[src/hw/adcpp_pkg.sv]
`default_nettype none

package adcpp_pkg;

  // ****************************************
  // Data word layout
  // ****************************************
  localparam int WORD_W = 12;
  localparam int BUS_W = 12;
  localparam int CHAN_W = 3;
  localparam int LOW_W = 8;
  localparam int HIGH_W = 4;
  localparam int CHAN_LSB = 4;
  localparam int BIT8_POS = 8;
  localparam int TEN_PAD = 2;
  localparam logic [11:0] WORD_RESET = 12'h000;

  // ****************************************
  // Timing (50 MHz clock)
  // ****************************************
  localparam int CLK_PERIOD_NS = 20;
  localparam int QUIET_NS = 30;
  localparam int QUIET_CYCLES = (QUIET_NS + CLK_PERIOD_NS - 1) / CLK_PERIOD_NS;

  // Bus phase of the port
  typedef enum logic [1:0] {
    ADCPP_IDLE = 2'b00,
    ADCPP_READ = 2'b01,
    ADCPP_WRITE = 2'b10
  } adcpp_phase_t;

endpackage

`default_nettype wire

[src/hw/adcpp_buf_if.sv]
`timescale 1ns/1ns
`default_nettype none

// ****************************************
// Result stream between source and buffer
// ****************************************
interface adcpp_buf_if;
  logic valid;
  logic ready;
  logic [11:0] word;
  logic [2:0] chan;
  modport src (output valid, output word, output chan, input ready);
  modport snk (input valid, input word, input chan, output ready);
endinterface : adcpp_buf_if

`default_nettype wire

[src/hw/adcpp_buf.sv]
`timescale 1ns/1ns
`default_nettype none

// ****************************************
// Two-entry skid buffer for results
// ****************************************
module adcpp_buf (
  // Clock and reset
  input wire logic mclk,
  input wire logic reset,
  // Upstream and downstream
  adcpp_buf_if.snk in_s,
  output logic out_valid,
  input wire logic out_ready,
  output logic [11:0] out_word,
  output logic [2:0] out_chan
);
  logic [14:0] mem [0:1];
  logic wp;
  logic rp;
  logic [1:0] count;
  logic push;
  logic pop;

  // Full buffer stalls the source
  assign in_s.ready = (count != 2'd2);
  assign out_valid = (count != 2'd0);
  assign push = in_s.valid && in_s.ready;
  assign pop = out_valid && out_ready;
  assign out_word = mem[rp][11:0];
  assign out_chan = mem[rp][14:12];

  // Storage writes
  always_ff @(posedge mclk) begin
    if (push) begin
      mem[wp] <= {in_s.chan, in_s.word};
    end
  end

  // Pointers and fill level
  always_ff @(posedge mclk) begin
    if (reset) begin
      wp <= 1'b0;
      rp <= 1'b0;
      count <= 2'd0;
    end else begin
      if (push) begin
        wp <= ~wp;
      end
      if (pop) begin
        rp <= ~rp;
      end
      count <= count + {1'b0, push} - {1'b0, pop};
    end
  end

  no_overflow_a : assert property (@(posedge mclk) disable iff (reset)
    count <= 2'd2) else $error("buffer overfilled");

endmodule // adcpp_buf

`default_nettype wire

[src/hw/adcpp_port.sv]
`timescale 1ns/1ns
`default_nettype none

// Function
// - Low data lines read results, take writes
// - Ten-bit word and low-byte reads zero two lowest lines
// - Word mode: shared pin is bit 8
// - Byte mode: shared pin selects byte
// - Low byte travels on lines 0-7
// - High byte's four bits on 0-3
// - High-byte read shows channel on 4-6
// - Ten-bit low byte: two zero bits
// - Word mode lines 9-11 carry data
// - Drive result after read strobe falls
module adcpp_port (
  // Clock and reset
  input wire logic mclk,
  input wire logic reset,
  // Configuration
  input wire logic ten_bit,
  input wire logic word_mode,
  // Host strobes (active low)
  input wire logic cs_n,
  input wire logic rd_n,
  input wire logic wr_n,
  // Data lines 0-7 and 9-11 (bit 8 unused here)
  input wire logic [11:0] db_in,
  output logic [11:0] db_out,
  output logic [11:0] db_oe,
  // Shared bit8_or_byte_select pin
  input wire logic bit8_or_byte_select_in,
  output logic bit8_or_byte_select_out,
  output logic bit8_or_byte_select_oe,
  // Result stream from the converter
  input wire logic res_valid,
  output logic res_ready,
  input wire logic [11:0] res_word,
  input wire logic [2:0] res_chan,
  // Register programming output
  output logic prog_valid,
  output logic [11:0] prog_word,
  output logic prog_high
);
  adcpp_buf_if bus_i ();
  logic buf_valid;
  logic buf_ready;
  logic [11:0] buf_word;
  logic [2:0] buf_chan;
  adcpp_pkg::adcpp_phase_t phase;
  adcpp_pkg::adcpp_phase_t next_phase;
  logic read_act;
  logic write_act;
  logic high_byte_select;
  logic [11:0] held_word;
  logic [2:0] held_chan;
  logic [11:0] rd_word;
  logic [11:0] next_drive;
  logic [11:0] drive;
  logic [11:0] low_acc;

  // ****************************************
  // Result buffering
  // ****************************************
  assign bus_i.valid = res_valid;
  assign bus_i.word = res_word;
  assign bus_i.chan = res_chan;
  assign res_ready = bus_i.ready;

  adcpp_buf u_buf (
    .mclk(mclk),
    .reset(reset),
    .in_s(bus_i),
    .out_valid(buf_valid),
    .out_ready(buf_ready),
    .out_word(buf_word),
    .out_chan(buf_chan)
  );

  // ****************************************
  // Strobe decode
  // ****************************************
  // Byte select only exists in byte mode
  assign high_byte_select = !word_mode && bit8_or_byte_select_in;
  assign read_act = !cs_n && !rd_n;
  assign write_act = !cs_n && !wr_n && rd_n;

  // Phase tracking
  always_comb begin
    next_phase = adcpp_pkg::ADCPP_IDLE;
    if (read_act) begin
      next_phase = adcpp_pkg::ADCPP_READ;
    end else if (write_act) begin
      next_phase = adcpp_pkg::ADCPP_WRITE;
    end
  end

  always_ff @(posedge mclk) begin
    if (reset) begin
      phase <= adcpp_pkg::ADCPP_IDLE;
    end else begin
      phase <= next_phase;
    end
  end

  // Pop a result once it has been fully read; word read or high byte ends it
  assign buf_ready = (phase == adcpp_pkg::ADCPP_READ) && !read_act
    && (word_mode || high_byte_select);

  // Oldest queued result held so repeated reads return stable data
  always_ff @(posedge mclk) begin
    if (reset) begin
      held_word <= adcpp_pkg::WORD_RESET;
      held_chan <= 3'h0;
    end else if (buf_valid && phase == adcpp_pkg::ADCPP_IDLE && !read_act) begin
      held_word <= buf_word;
      held_chan <= buf_chan;
    end
  end

  // ****************************************
  // Read data mapping
  // ****************************************
  // Ten-bit variant pads the two LSBs with zeros
  always_comb begin
    rd_word = held_word;
    if (ten_bit) begin
      rd_word[adcpp_pkg::TEN_PAD-1:0] = 2'b00;
    end
    next_drive = 12'h000;
    if (word_mode) begin
      next_drive = rd_word;
    end else if (high_byte_select) begin
      next_drive[adcpp_pkg::HIGH_W-1:0] = rd_word[11:8];
      next_drive[6:4] = held_chan;
    end else begin
      next_drive[adcpp_pkg::LOW_W-1:0] = rd_word[7:0];
    end
  end

  // Data outputs registered; one cycle access at 50 MHz
  always_ff @(posedge mclk) begin
    if (reset) begin
      drive <= 12'h000;
    end else if (read_act) begin
      drive <= next_drive;
    end
  end

  // ****************************************
  // Pin drivers
  // ****************************************
  // Enables are combinational so the bus floats as soon as strobes drop
  always_comb begin
    db_out = drive;
    db_oe = 12'h000;
    if (read_act && phase == adcpp_pkg::ADCPP_READ) begin
      db_oe = word_mode ? 12'hfff : 12'h0ff;
    end
    db_oe[adcpp_pkg::BIT8_POS] = 1'b0;
  end
  assign bit8_or_byte_select_out = drive[adcpp_pkg::BIT8_POS];
  assign bit8_or_byte_select_oe = word_mode && read_act
    && (phase == adcpp_pkg::ADCPP_READ);

  // ****************************************
  // Write capture
  // ****************************************
  // Data latched on the rising edge of the write strobe
  always_comb begin
    low_acc = db_in;
    low_acc[adcpp_pkg::BIT8_POS] = bit8_or_byte_select_in;
    if (!word_mode) begin
      low_acc[11:8] = 4'h0;
    end
  end

  always_ff @(posedge mclk) begin
    if (reset) begin
      prog_valid <= 1'b0;
      prog_word <= 12'h000;
      prog_high <= 1'b0;
    end else begin
      prog_valid <= 1'b0;
      if (phase == adcpp_pkg::ADCPP_WRITE && !write_act) begin
        prog_valid <= 1'b1;
        prog_word <= low_acc;
        prog_high <= high_byte_select;
      end
    end
  end

  // ****************************************
  // Checks
  // ****************************************
  float_idle_a : assert property (@(posedge mclk) disable iff (reset)
    !read_act |-> (db_oe == 12'h000)) else $error("bus driven without read");

  ten_pad_a : assert property (@(posedge mclk) disable iff (reset)
    (read_act && ten_bit && !high_byte_select) ##1 read_act |-> drive[1:0] == 2'b00)
    else $error("ten-bit pad not zero");

  chan_id_a : assert property (@(posedge mclk) disable iff (reset)
    read_act && high_byte_select |=> drive[6:4] == $past(held_chan))
    else $error("channel id missing");

  high_nib_a : assert property (@(posedge mclk) disable iff (reset)
    read_act && high_byte_select |=> drive[11:7] == 5'h00)
    else $error("high byte upper lines not zero");

  low_byte_a : assert property (@(posedge mclk) disable iff (reset)
    read_act && !word_mode && !high_byte_select |=> drive[11:8] == 4'h0)
    else $error("low byte leaks upper bits");

  bit8_pin_a : assert property (@(posedge mclk) disable iff (reset)
    !word_mode |-> !bit8_or_byte_select_oe) else $error("select pin driven");

  word_read_a : assert property (@(posedge mclk) disable iff (reset)
    read_act && word_mode && !ten_bit |=> drive == $past(held_word))
    else $error("word read mismatch");

  drive_late_a : assert property (@(posedge mclk) disable iff (reset)
    $fell(rd_n) && !cs_n |-> db_oe == 12'h000) else $error("drove before read");

  write_pulse_a : assert property (@(posedge mclk) disable iff (reset)
    phase == adcpp_pkg::ADCPP_WRITE && !write_act |=> prog_valid)
    else $error("write not captured");

endmodule // adcpp_port

`default_nettype wire

[config.mk]
export PLATFORM = sky130hd
export DESIGN_NAME = adcpp_port
export DESIGN_NICKNAME = d
export VERILOG_FILES = /design/src/hw/adcpp_pkg.sv /design/src/hw/adcpp_buf_if.sv /design/src/hw/adcpp_buf.sv /design/src/hw/adcpp_port.sv
export SDC_FILE = /design/constraint.sdc
export NUM_CORES = 1
export LEC_CHECK = 0
export BUFFER_PORTS_ARGS = -buffer_cell sky130_fd_sc_hd__clkbuf_2
export CORE_MARGIN = 5
export CORE_UTILIZATION = 53
export DETAILED_ROUTE_END_ITERATION = 6
export MAX_ROUTING_LAYER = met4
export PLACE_DENSITY = 0.85
export SYNTH_ARGS = -nofsm -noshare
export SYNTH_HDL_FRONTEND = slang
export SYNTH_SLANG_ARGS = --single-unit
[constraint.sdc]
create_clock -name mclk -period 2.5 [get_ports mclk]
set_clock_uncertainty 0.15 [all_clocks]
set_input_delay 0.125 -clock mclk [delete_from_list [all_inputs] [get_ports mclk]]
set_output_delay 0.125 -clock mclk [all_outputs]
set_load 0.01 [all_outputs]
==> Word level (Yosys, flattened, before mapping) <==
Memories as Yosys holds them, arrays and structs flattened. A register that Yosys moved wholly into a read port is not among the register bits.
Cells that the tools add are included.
{ "classes": {"n_addsub": 2, "n_eq_ne": 3, "muxes": 13, "bitwise_logic": 2, "n_reduce_logical": 24} }
{ "ops": {"columns": ["operator", "n"], "rows": [
  ["$mux W12", 2],
  ["$logic_and A1 B1 Y1", 14],
  ["$mux W4", 2],
  ["$mux W8", 1],
  ["$mux W7", 1],
  ["$logic_not A1 Y1", 6],
  ["$mux W1", 5],
  ["$mux W2", 2],
  ["$add A2 B1 Y2", 1],
  ["$eq A2 B1 Y1 const B", 1],
  ["$eq A2 B2 Y1 const B", 1],
  ["$logic_not A2 Y1", 1],
  ["$ne A2 B2 Y1 const B", 1],
  ["$not A1 Y1", 2],
  ["$reduce_bool A2 Y1", 1],
  ["$reduce_or A2 Y1", 1],
  ["$sub A2 B1 Y2", 1],
  ["$logic_or A1 B1 Y1", 1]
]} }
{ "word_totals": {"regBits": 32, "mem_bits_rw": 30, "input_bits": 36, "output_inout_bits": 41, "word_cells": 54, "n_memories": 1} }
{ "mem_list": {"columns": ["name", "depth", "width", "rd", "rd_ports_with_merged_regs", "write_ports", "line", "source"], "rows": [
  ["u_buf.mem", 2, 15, 1, 1, 1, "adcpp_buf.sv:18", "logic [14:0] mem [0:1];"]
]} }

==> Depth between registers and ports, before layout <==
Gate-level depths: netlist of the first run.
{ "depth": {"word_depth": 7, "ltp_mapped": 8, "depth_no_buf": 8} }

==> By module <==
Synthesis of the first run repeated with hierarchy kept, for this count alone.
{ "hier_totals": {"hier_cells": 281, "hier_area_um2": 3266.9} }
{ "by_module_without_submodules": {"columns": ["module", "instances", "cells_each", "area_per_inst_um2", "seq_area_each_um2"], "rows": [
  ["adcpp_port", 1, 210, 1899.3, 860.8],
  ["adcpp_buf", 1, 71, 1367.6, 1001.0]
]} }

==> Worst setup path before layout of the first run <==
OpenSTA, ideal clock, no wires.
{ "synth_path": {"kind": "reg2out", "startpoint": "register phase[0]", "endpoint": "output db_oe[10]", "t_arrival_ns": 1.878, "t_required_ns": 2.225, "path_slack_ns": 0.347, "stages_incl_launch_ff": 4, "n_path_buf": 1, "cell_sequence": "dfxtp_1 > nor4b_1 > and2_1 > buf_4"} }
{ "synth_between": {"elab_chain_cells": 3} }
{ "synth_lines": {"columns": ["element", "line", "source"], "rows": [
  ["start: declaration", "adcpp_port.sv:49", "adcpp_pkg::adcpp_phase_t phase;"],
  ["start signal: assignment", "adcpp_port.sv:99", "phase <= adcpp_pkg::ADCPP_IDLE;"],
  ["start signal: assignment", "adcpp_port.sv:101", "phase <= next_phase;"],
  ["$eq A2 B1 Y1", "adcpp_port.sv:156", "if (read_act && phase == adcpp_pkg::ADCPP_READ) begin"],
  ["$logic_and A1 B1 Y1", "adcpp_port.sv:156", null],
  ["$mux W12", "adcpp_port.sv:156", null],
  ["end: declaration", "adcpp_port.sv:29", "output logic [11:0] db_oe,"]
]} }
No other way between the ends.

==> Worst setup path after layout of the first run <==
{ "layout_path": {"startpoint": "input rd_n", "endpoint": "register u_buf.count[1]"} }
{ "layout_between": {"elab_chain_cells": 7} }
{ "layout_lines": {"columns": ["element", "line", "source"], "rows": [
  ["start: declaration", "adcpp_port.sv:24", "input wire logic rd_n,"],
  ["$logic_not A1 Y1", "adcpp_port.sv:84", "assign read_act = !cs_n && !rd_n;"],
  ["$logic_and A1 B1 Y1", "adcpp_port.sv:84", null],
  ["$logic_not A1 Y1", "adcpp_port.sv:106", "assign buf_ready = (phase == adcpp_pkg::ADCPP_READ) && !read_act"],
  ["$logic_and A1 B1 Y1", "adcpp_port.sv:106", null],
  ["$logic_and A1 B1 Y1", "adcpp_port.sv:107", "&& (word_mode || high_byte_select);"],
  ["$logic_and A1 B1 Y1", "adcpp_buf.sv:29", "assign pop = out_valid && out_ready;"],
  ["named net u_buf.pop", "adcpp_buf.sv:23", "logic pop;"],
  ["$sub A2 B1 Y2", "adcpp_buf.sv:53", "count <= count + {1'b0, push} - {1'b0, pop};"],
  ["end signal: assignment", "adcpp_buf.sv:53", null],
  ["end: declaration", "adcpp_buf.sv:21", "logic [1:0] count;"]
]} }
The timed path passes the listed nets, and every way through them passes these cells.
A chain may end at the register's enable or synchronous reset.

==> metrics.md, run 1 <==
| Metric | Value |
|---|---|
| Status | completed |
| Core ar. | 5850 sq um |
| CP Class | input port to flip-flop |
| Worst-Skew Late Latency | 0.34 ns |
| First-pass GRT wire length | 10400 um |
| Num CTS Buffers | 9 |
| CP Capture Type | flip-flop |
| Layout area overhead | 25.9% |
| Final setup viols | 0 |
| Setup tns final | 0 ns |
| Hold crit path type | input port to flip-flop |
| Port Buffers | between 70 and 80 |
| Worst vdd ir | 0.513 mV |
| Share of cells above drive strength 1 | 31.0% |
| Complex-gate fraction of the synthesized area | 15.8% |
| Vias/cell | 5.31 |
| Starting Density | 53.6% |
| CP Launch Type | input port |
| Post-synthesis xor/xnor area fraction | 0.279% |
| P_leak | 1.55 nW |
| Async SR Flop Fraction | 0% |
| Detailed-route DRC error count | 0 |
| Die Span Y | between 80 and 90 um |
| Global Route Usage Sum | 18.5% |
| Synth Area per Inst | 11.7 sq um |
| Worst-Margin Slew | 0.810 ns |
| Full die area | 7550 sq um |
| Post-synthesis adder-cell area fraction | 0.798% |
| Final nets | 394 |
| Synthesized flop and latch total | 77 |
| Slew HR | 45.9% |
| Critical Path Fanout Max | 11 |
| Placer Congestion | 0.792 |
| Rows | 28 |
| CP startpoint | rd_n |
| RSZ-0062 raised after global routing | false |
| CTS tree | yes |
| Most common cell in the netlist | dfxtp_1 |
| Synth unique cells | 35 |
| Cell area after synthesis | 3140 sq um |
| Top cells by count, synth | dfxtp_1, a21oi_1, edfxtp_1 |
| Placed Cells | 391 |
| Setup Buffers After CTS | 0 |
| Pre-CTS setup slack | 0.475 ns |
| Largest net degree at the start of global routing | 32 |
| Layout Utilization | 67.5% |
| Pwr Total | 0.00286 W |
| Antenna-violating nets left | 0 |
| CTS root buffer | clkbuf_8 |
| Max Cap Viol | 0 |
| Final period util | a little under nine tenths |
| IO Count | 77 |
| Mapped Nets | 305 |
| Htree depth | 3 |
| PnR worst setup slack | 0.348 ns |
| GRT overflow | 0 |
| Ys flop type | dfxtp_1 |
| Simple-Gate Fraction of Synth Area | 10.1% |
| CP required | 2.55 ns |
| Syn Inst Count | 267 |
| Fin crit period | 2.15 ns |
| Chip width | 86.9 um |
| Max Root-Sink Buffers | 2 |
| Register area share after synthesis | 58.7% |
| Critical Path AT | 2.21 ns |
| DR vias | 2316 |
| HPWL after DPL | 4150 um |
| Hold path start | cs_n |
| Initial DRC Count | 184 |
| Mux contribution to synthesized area | 7.38% |
| Initial antenna violation count | 0 |
| Synth top area cells | dfxtp_1, edfxtp_1, mux2i_1 |
| Pwr dens | 723 nW/um^2 |
| EDFF count, synth | 30 |
| Avg WL per Cell | ~15 um |
| YS warnings | 0 |
| FF-to-FF Start | u_buf.count[1] |
| Top cell type's share of synthesized area | between 30% and 40% |
| Antenna Cells | 0 |
| Post-Layout Cell Count | 436 |
| Clk slew on worst S/H paths | 0.08 ns |
| Top cell type by total area after synthesis | dfxtp_1 |
| Max Fclk | 465 MHz |
| Largest family of logic cells by synthesized area | compound AO/OA/AOI/OAI gates |
| Drt first pass iters | 5 |
| Pins Over Slew Limit | 0 |
| Vias in the first global route | approximately 2200 |
| Sink Count | 77 |
| Final Hold Viols | 0 |
| Routed Wire Length | between 6000 and 7000 um |
-- timing repair --
item                                    CTS  global route
endpoints found under the setup margin    0             0
resized for setup                         0             0
hold buffers                             29             0
hold endpoints to repair                 44             0
-- stage by stage --
step	cell area, sq um	hold WS (ns)
2_1_floorplan	3140	0.0739
3_3_place_gp	3440	0.164
3_5_place_dp	3440	0.167
4_1_cts	3950	0.0295
5_1_grt	3950	0.0514
6_report	3950	0.0340
-- power breakdown --
part	switching (W)	internal (W)	total (W)
Clock	0.000442	0.000564	0.00101
Combinational	0.000217	0.000176	0.000392
Sequential	0.0000459	0.00141	0.00146
Total	0.000705	0.00215	0.00286
-- cells by family (layout without fill, tap and decap cells) --
logic type | count (synthesis) | count (layout)
AO/OA/AOI/OAI | 76 | 76
XOR/XNOR | 1 | 1
adder cells (fa/ha/maj) | 2 | 2
buffers and inverters | 34 | 128
flip-flops | 77 | 77
multiplexers | 23 | 23
other | 1 | 1
AND/OR/NAND/NOR | 53 | 53
-- routing by layer --
layer / wire [um] / vias up / track usage (%)
li1: - / 1150 / -
met1: 2660 / 1078 / 22.0
met2: 3180 / 76 / 29.5
met3: 465 / 12 / 4.64
met4: 127 / 0 / 8.64
met5: 0 / - / -
-- worst max-delay path, stage by stage --
cell	delay (ns)
dlygate4sd3_1	0.53
clkbuf_2	0.20
o22a_2	0.23
and4bb_2	0.24
ha_1	0.29
inv_1	0.05
ha_1	0.14
xor2_1	0.20
and2_1	0.15
nor3_1	0.04
-- cell type report --
class	count	area (sq um)
sequential	77	1840
clock buffer	10	128
multi-input combinational	156	1080
clock inverter	6	87.6
timing repair buffer	109	706
inverter	3	11.3
tap	75	93.8
fill	411	1900
-- cell usage in the layout (no fill, tap or decap), types with 2 or more instances in the layout --
cell and n:
clkbuf_8 9, nor3_1 3, clkinv_2 2, nor2b_1 5
nand2b_1 2, nor2_1 12, bufinv_16 2, and2_1 5
inv_1 3, mux2i_1 22, nand4_1 4, nand3_1 13
dfxtp_1 47, a21oi_1 34, a211oi_2 10, edfxtp_1 30
a211oi_1 12, ha_1 2, o21ai_0 18, clkbuf_2 74
buf_4 6, dlygate4sd3_1 29
-- worst paths after layout --
kind / endpoint / slack, ns / depth (start not counted)
worst min register to register: db_out[7] / 0.33 / 2
worst min-delay path: phase[0] / 0.03 / 2
worst max-delay path: u_buf.count[1] / 0.35 / 10
worst max register to register: u_buf.count[1] / 0.51 / 8
-- state kept, by name (all words and copies together) (netlist names) --
register,flops
u_buf.mem,30
phase,2
prog_high,1
u_buf.rp,1
u_buf.wp,1
prog_word,12
db_out,12
prog_valid,1
u_buf.count,2
held_chan,3
held_word,12
(Power assumes the default switching activity.)
==> inputs of run 2 (changes only) <==
==> constraint.sdc (replaced) <==
create_clock -name mclk -period 2.5 [get_ports mclk]
set_clock_uncertainty 0.15 [all_clocks]
set_input_delay 0.625 -clock mclk [delete_from_list [all_inputs] [get_ports mclk]]
set_output_delay 0.625 -clock mclk [all_outputs]
set_load 0.01 [all_outputs]
==> metrics.md, run 2 (synthesis results as in run 1) <==
| Metric | Value |
|---|---|
| Global Route Usage Sum | 16.8% |
| CTS resizes | 0 |
| Htree depth | 3 |
| Final Hold Viols | 0 |
| CP required | 1.73 ns |
| Placed Cells | between 300 and 400 |
| DR vias | around 2200 |
| Max Fclk | 460 MHz |
| IO Count | 77 |
| Slew HR | 46.1% |
| Rows | 28 |
| CP Capture Type | output port |
| Largest net degree at the start of global routing | 29 |
| Vias in the first global route | between 2000 and 2500 |
| Routed Wire Length | roughly 6000 um |
| HPWL after DPL | 4260 um |
| Port Buffers | 74 |
| Worst-Skew Late Latency | 0.34 ns |
| Fin crit period | around 2.2 ns |
| Starting Density | 53.6% |
| CP Class | input port to output port |
| RSZ-0062 raised after global routing | false |
| Placer Congestion | between 0.7 and 0.8 |
| Critical Path AT | 1.40 ns |
| GRT overflow | 0 |
| Most common library cell in the layout ignoring fill and taps | clkbuf_2 |
| Initial antenna violation count | 0 |
| Detailed-route DRC error count | 0 |
| Biggest register | u_buf.mem |
| Hold crit path type | input port to flip-flop |
| Final setup viols | 0 |
| Drt first pass iters | 4 |
| CTS root buffer | clkbuf_8 |
| Num CTS Buffers | 9 |
| Critical Path Fanout Max | 3 |
| Setup Buffers After CTS | 0 |
| Max Cap Viol | 0 |
| Full die area | 7550 sq um |
| Die Span Y | approximately 87 um |
| Worst vdd ir | between 0.4 and 0.5 mV |
| Final period util | between 80% and 90% |
| CTS tree | yes |
| Clk slew on worst S/H paths | 0.08 ns |
| Initial DRC Count | between 90 and 100 |
| First-pass GRT wire length | 9620 um |
| CP Launch Type | input port |
| Most frequent cells in the layout | clkbuf_2, dfxtp_1, a21oi_1, edfxtp_1, mux2i_1 |
| Status | completed |
| Avg WL per Cell | about 15 um |
| Pins Over Slew Limit | 0 |
| Post-Layout Cell Count | approximately 410 |
| Chip width | ~87 um |
| Hold_buf cts | 0 |
| Core ar. | between 5000 and 6000 sq um |
| Sink Count | 77 |
| Share of cells above drive strength 1 | ~34% |
| P_leak | 1.44 nW |
| Max Root-Sink Buffers | 2 |
| Worst-Margin Slew | 0.807 ns |
| Pwr dens | approximately 730 nW/um^2 |
| Layout area overhead | 17.3% |
| Vias/cell | around 5.3 |
| Final nets | 370 |
| Antenna-violating nets left | 0 |
| Max reg flops | 30 |
| Antenna Cells | 0 |
| Setup tns final | 0 ns |
-- run 2: cell count changes in the layout (fill, tap and decap cells not counted) --
cell and delta:
buf_4 +5, bufinv_16 -1, clkbuf_1 +2, clkinv_2 -1
clkinv_4 -1, dlygate4sd3_1 -29, inv_4 +2, inv_6 -1
nor4b_1 -1, nor4b_4 +1
-- run 2: worst max-delay path, stage by stage --
cell	delay, ns
clkbuf_2	0.12
nor4b_4	0.30
and2_1	0.20
clkbuf_2	0.15
-- run 2: cell type report --
type                       count  area, sq um
fill                         473         2170
clock buffer                  12          135
multi-input combinational    156         1090
inverter                       3         11.3
timing repair buffer          85          453
tap                           75         93.8
sequential                    77         1840
clock inverter                 4         47.5
-- run 2: worst paths after layout --
check                 start               end  slack, ns  cells after the start
max                    cs_n         db_oe[10]       0.33                      4
min            res_word[10]  u_buf.mem[1][10]       0.32                      1
max reg2reg  u_buf.count[1]    u_buf.count[1]       0.51                      8
min reg2reg    prog_word[5]      prog_word[5]       0.33                      2
-- run 2: stage by stage --
| step | setup WS [ns] | instance area [sq um] | total power, W | utilization [%] | hold WS (ns) |
|---|---|---|---|---|---|
| 2_1_floorplan | 0.0115 | 3150 | 0.00174 | - | 0.298 |
| 3_3_place_gp | 0.208 | 3490 | 0.00183 | 59.7 | 0.309 |
| 3_5_place_dp | 0.129 | 3490 | 0.00184 | 59.7 | 0.314 |
| 4_1_cts | 0.315 | 3680 | 0.00273 | 62.9 | 0.301 |
| 5_1_grt | 0.282 | 3680 | 0.00283 | 62.9 | 0.304 |
| 6_report | 0.328 | 3680 | 0.00270 | 62.9 | 0.322 |
-- run 2: report_power, final --
group / internal (W) / total [W] / switching (W)
clock network: 0.000462 / 0.000892 / 0.000429
logic: 0.000149 / 0.000354 / 0.000204
registers: 0.00141 / 0.00146 / 0.0000473
total: 0.00202 / 0.00270 / 0.000681
-- run 2: per-layer routing --
metal | share of wire [%] | routed length [um] | up-vias | track usage [%]
met1 | 43 | 2560 | 1025 | 19.8
met2 | 49 | 2960 | 52 | 27.6
met5 | 0 | 0 | - | -
met4 | 1.2 | 72 | 0 | 7.51
met3 | 6.9 | 413 | 8 | 3.69
li1 | - | - | 1092 | -
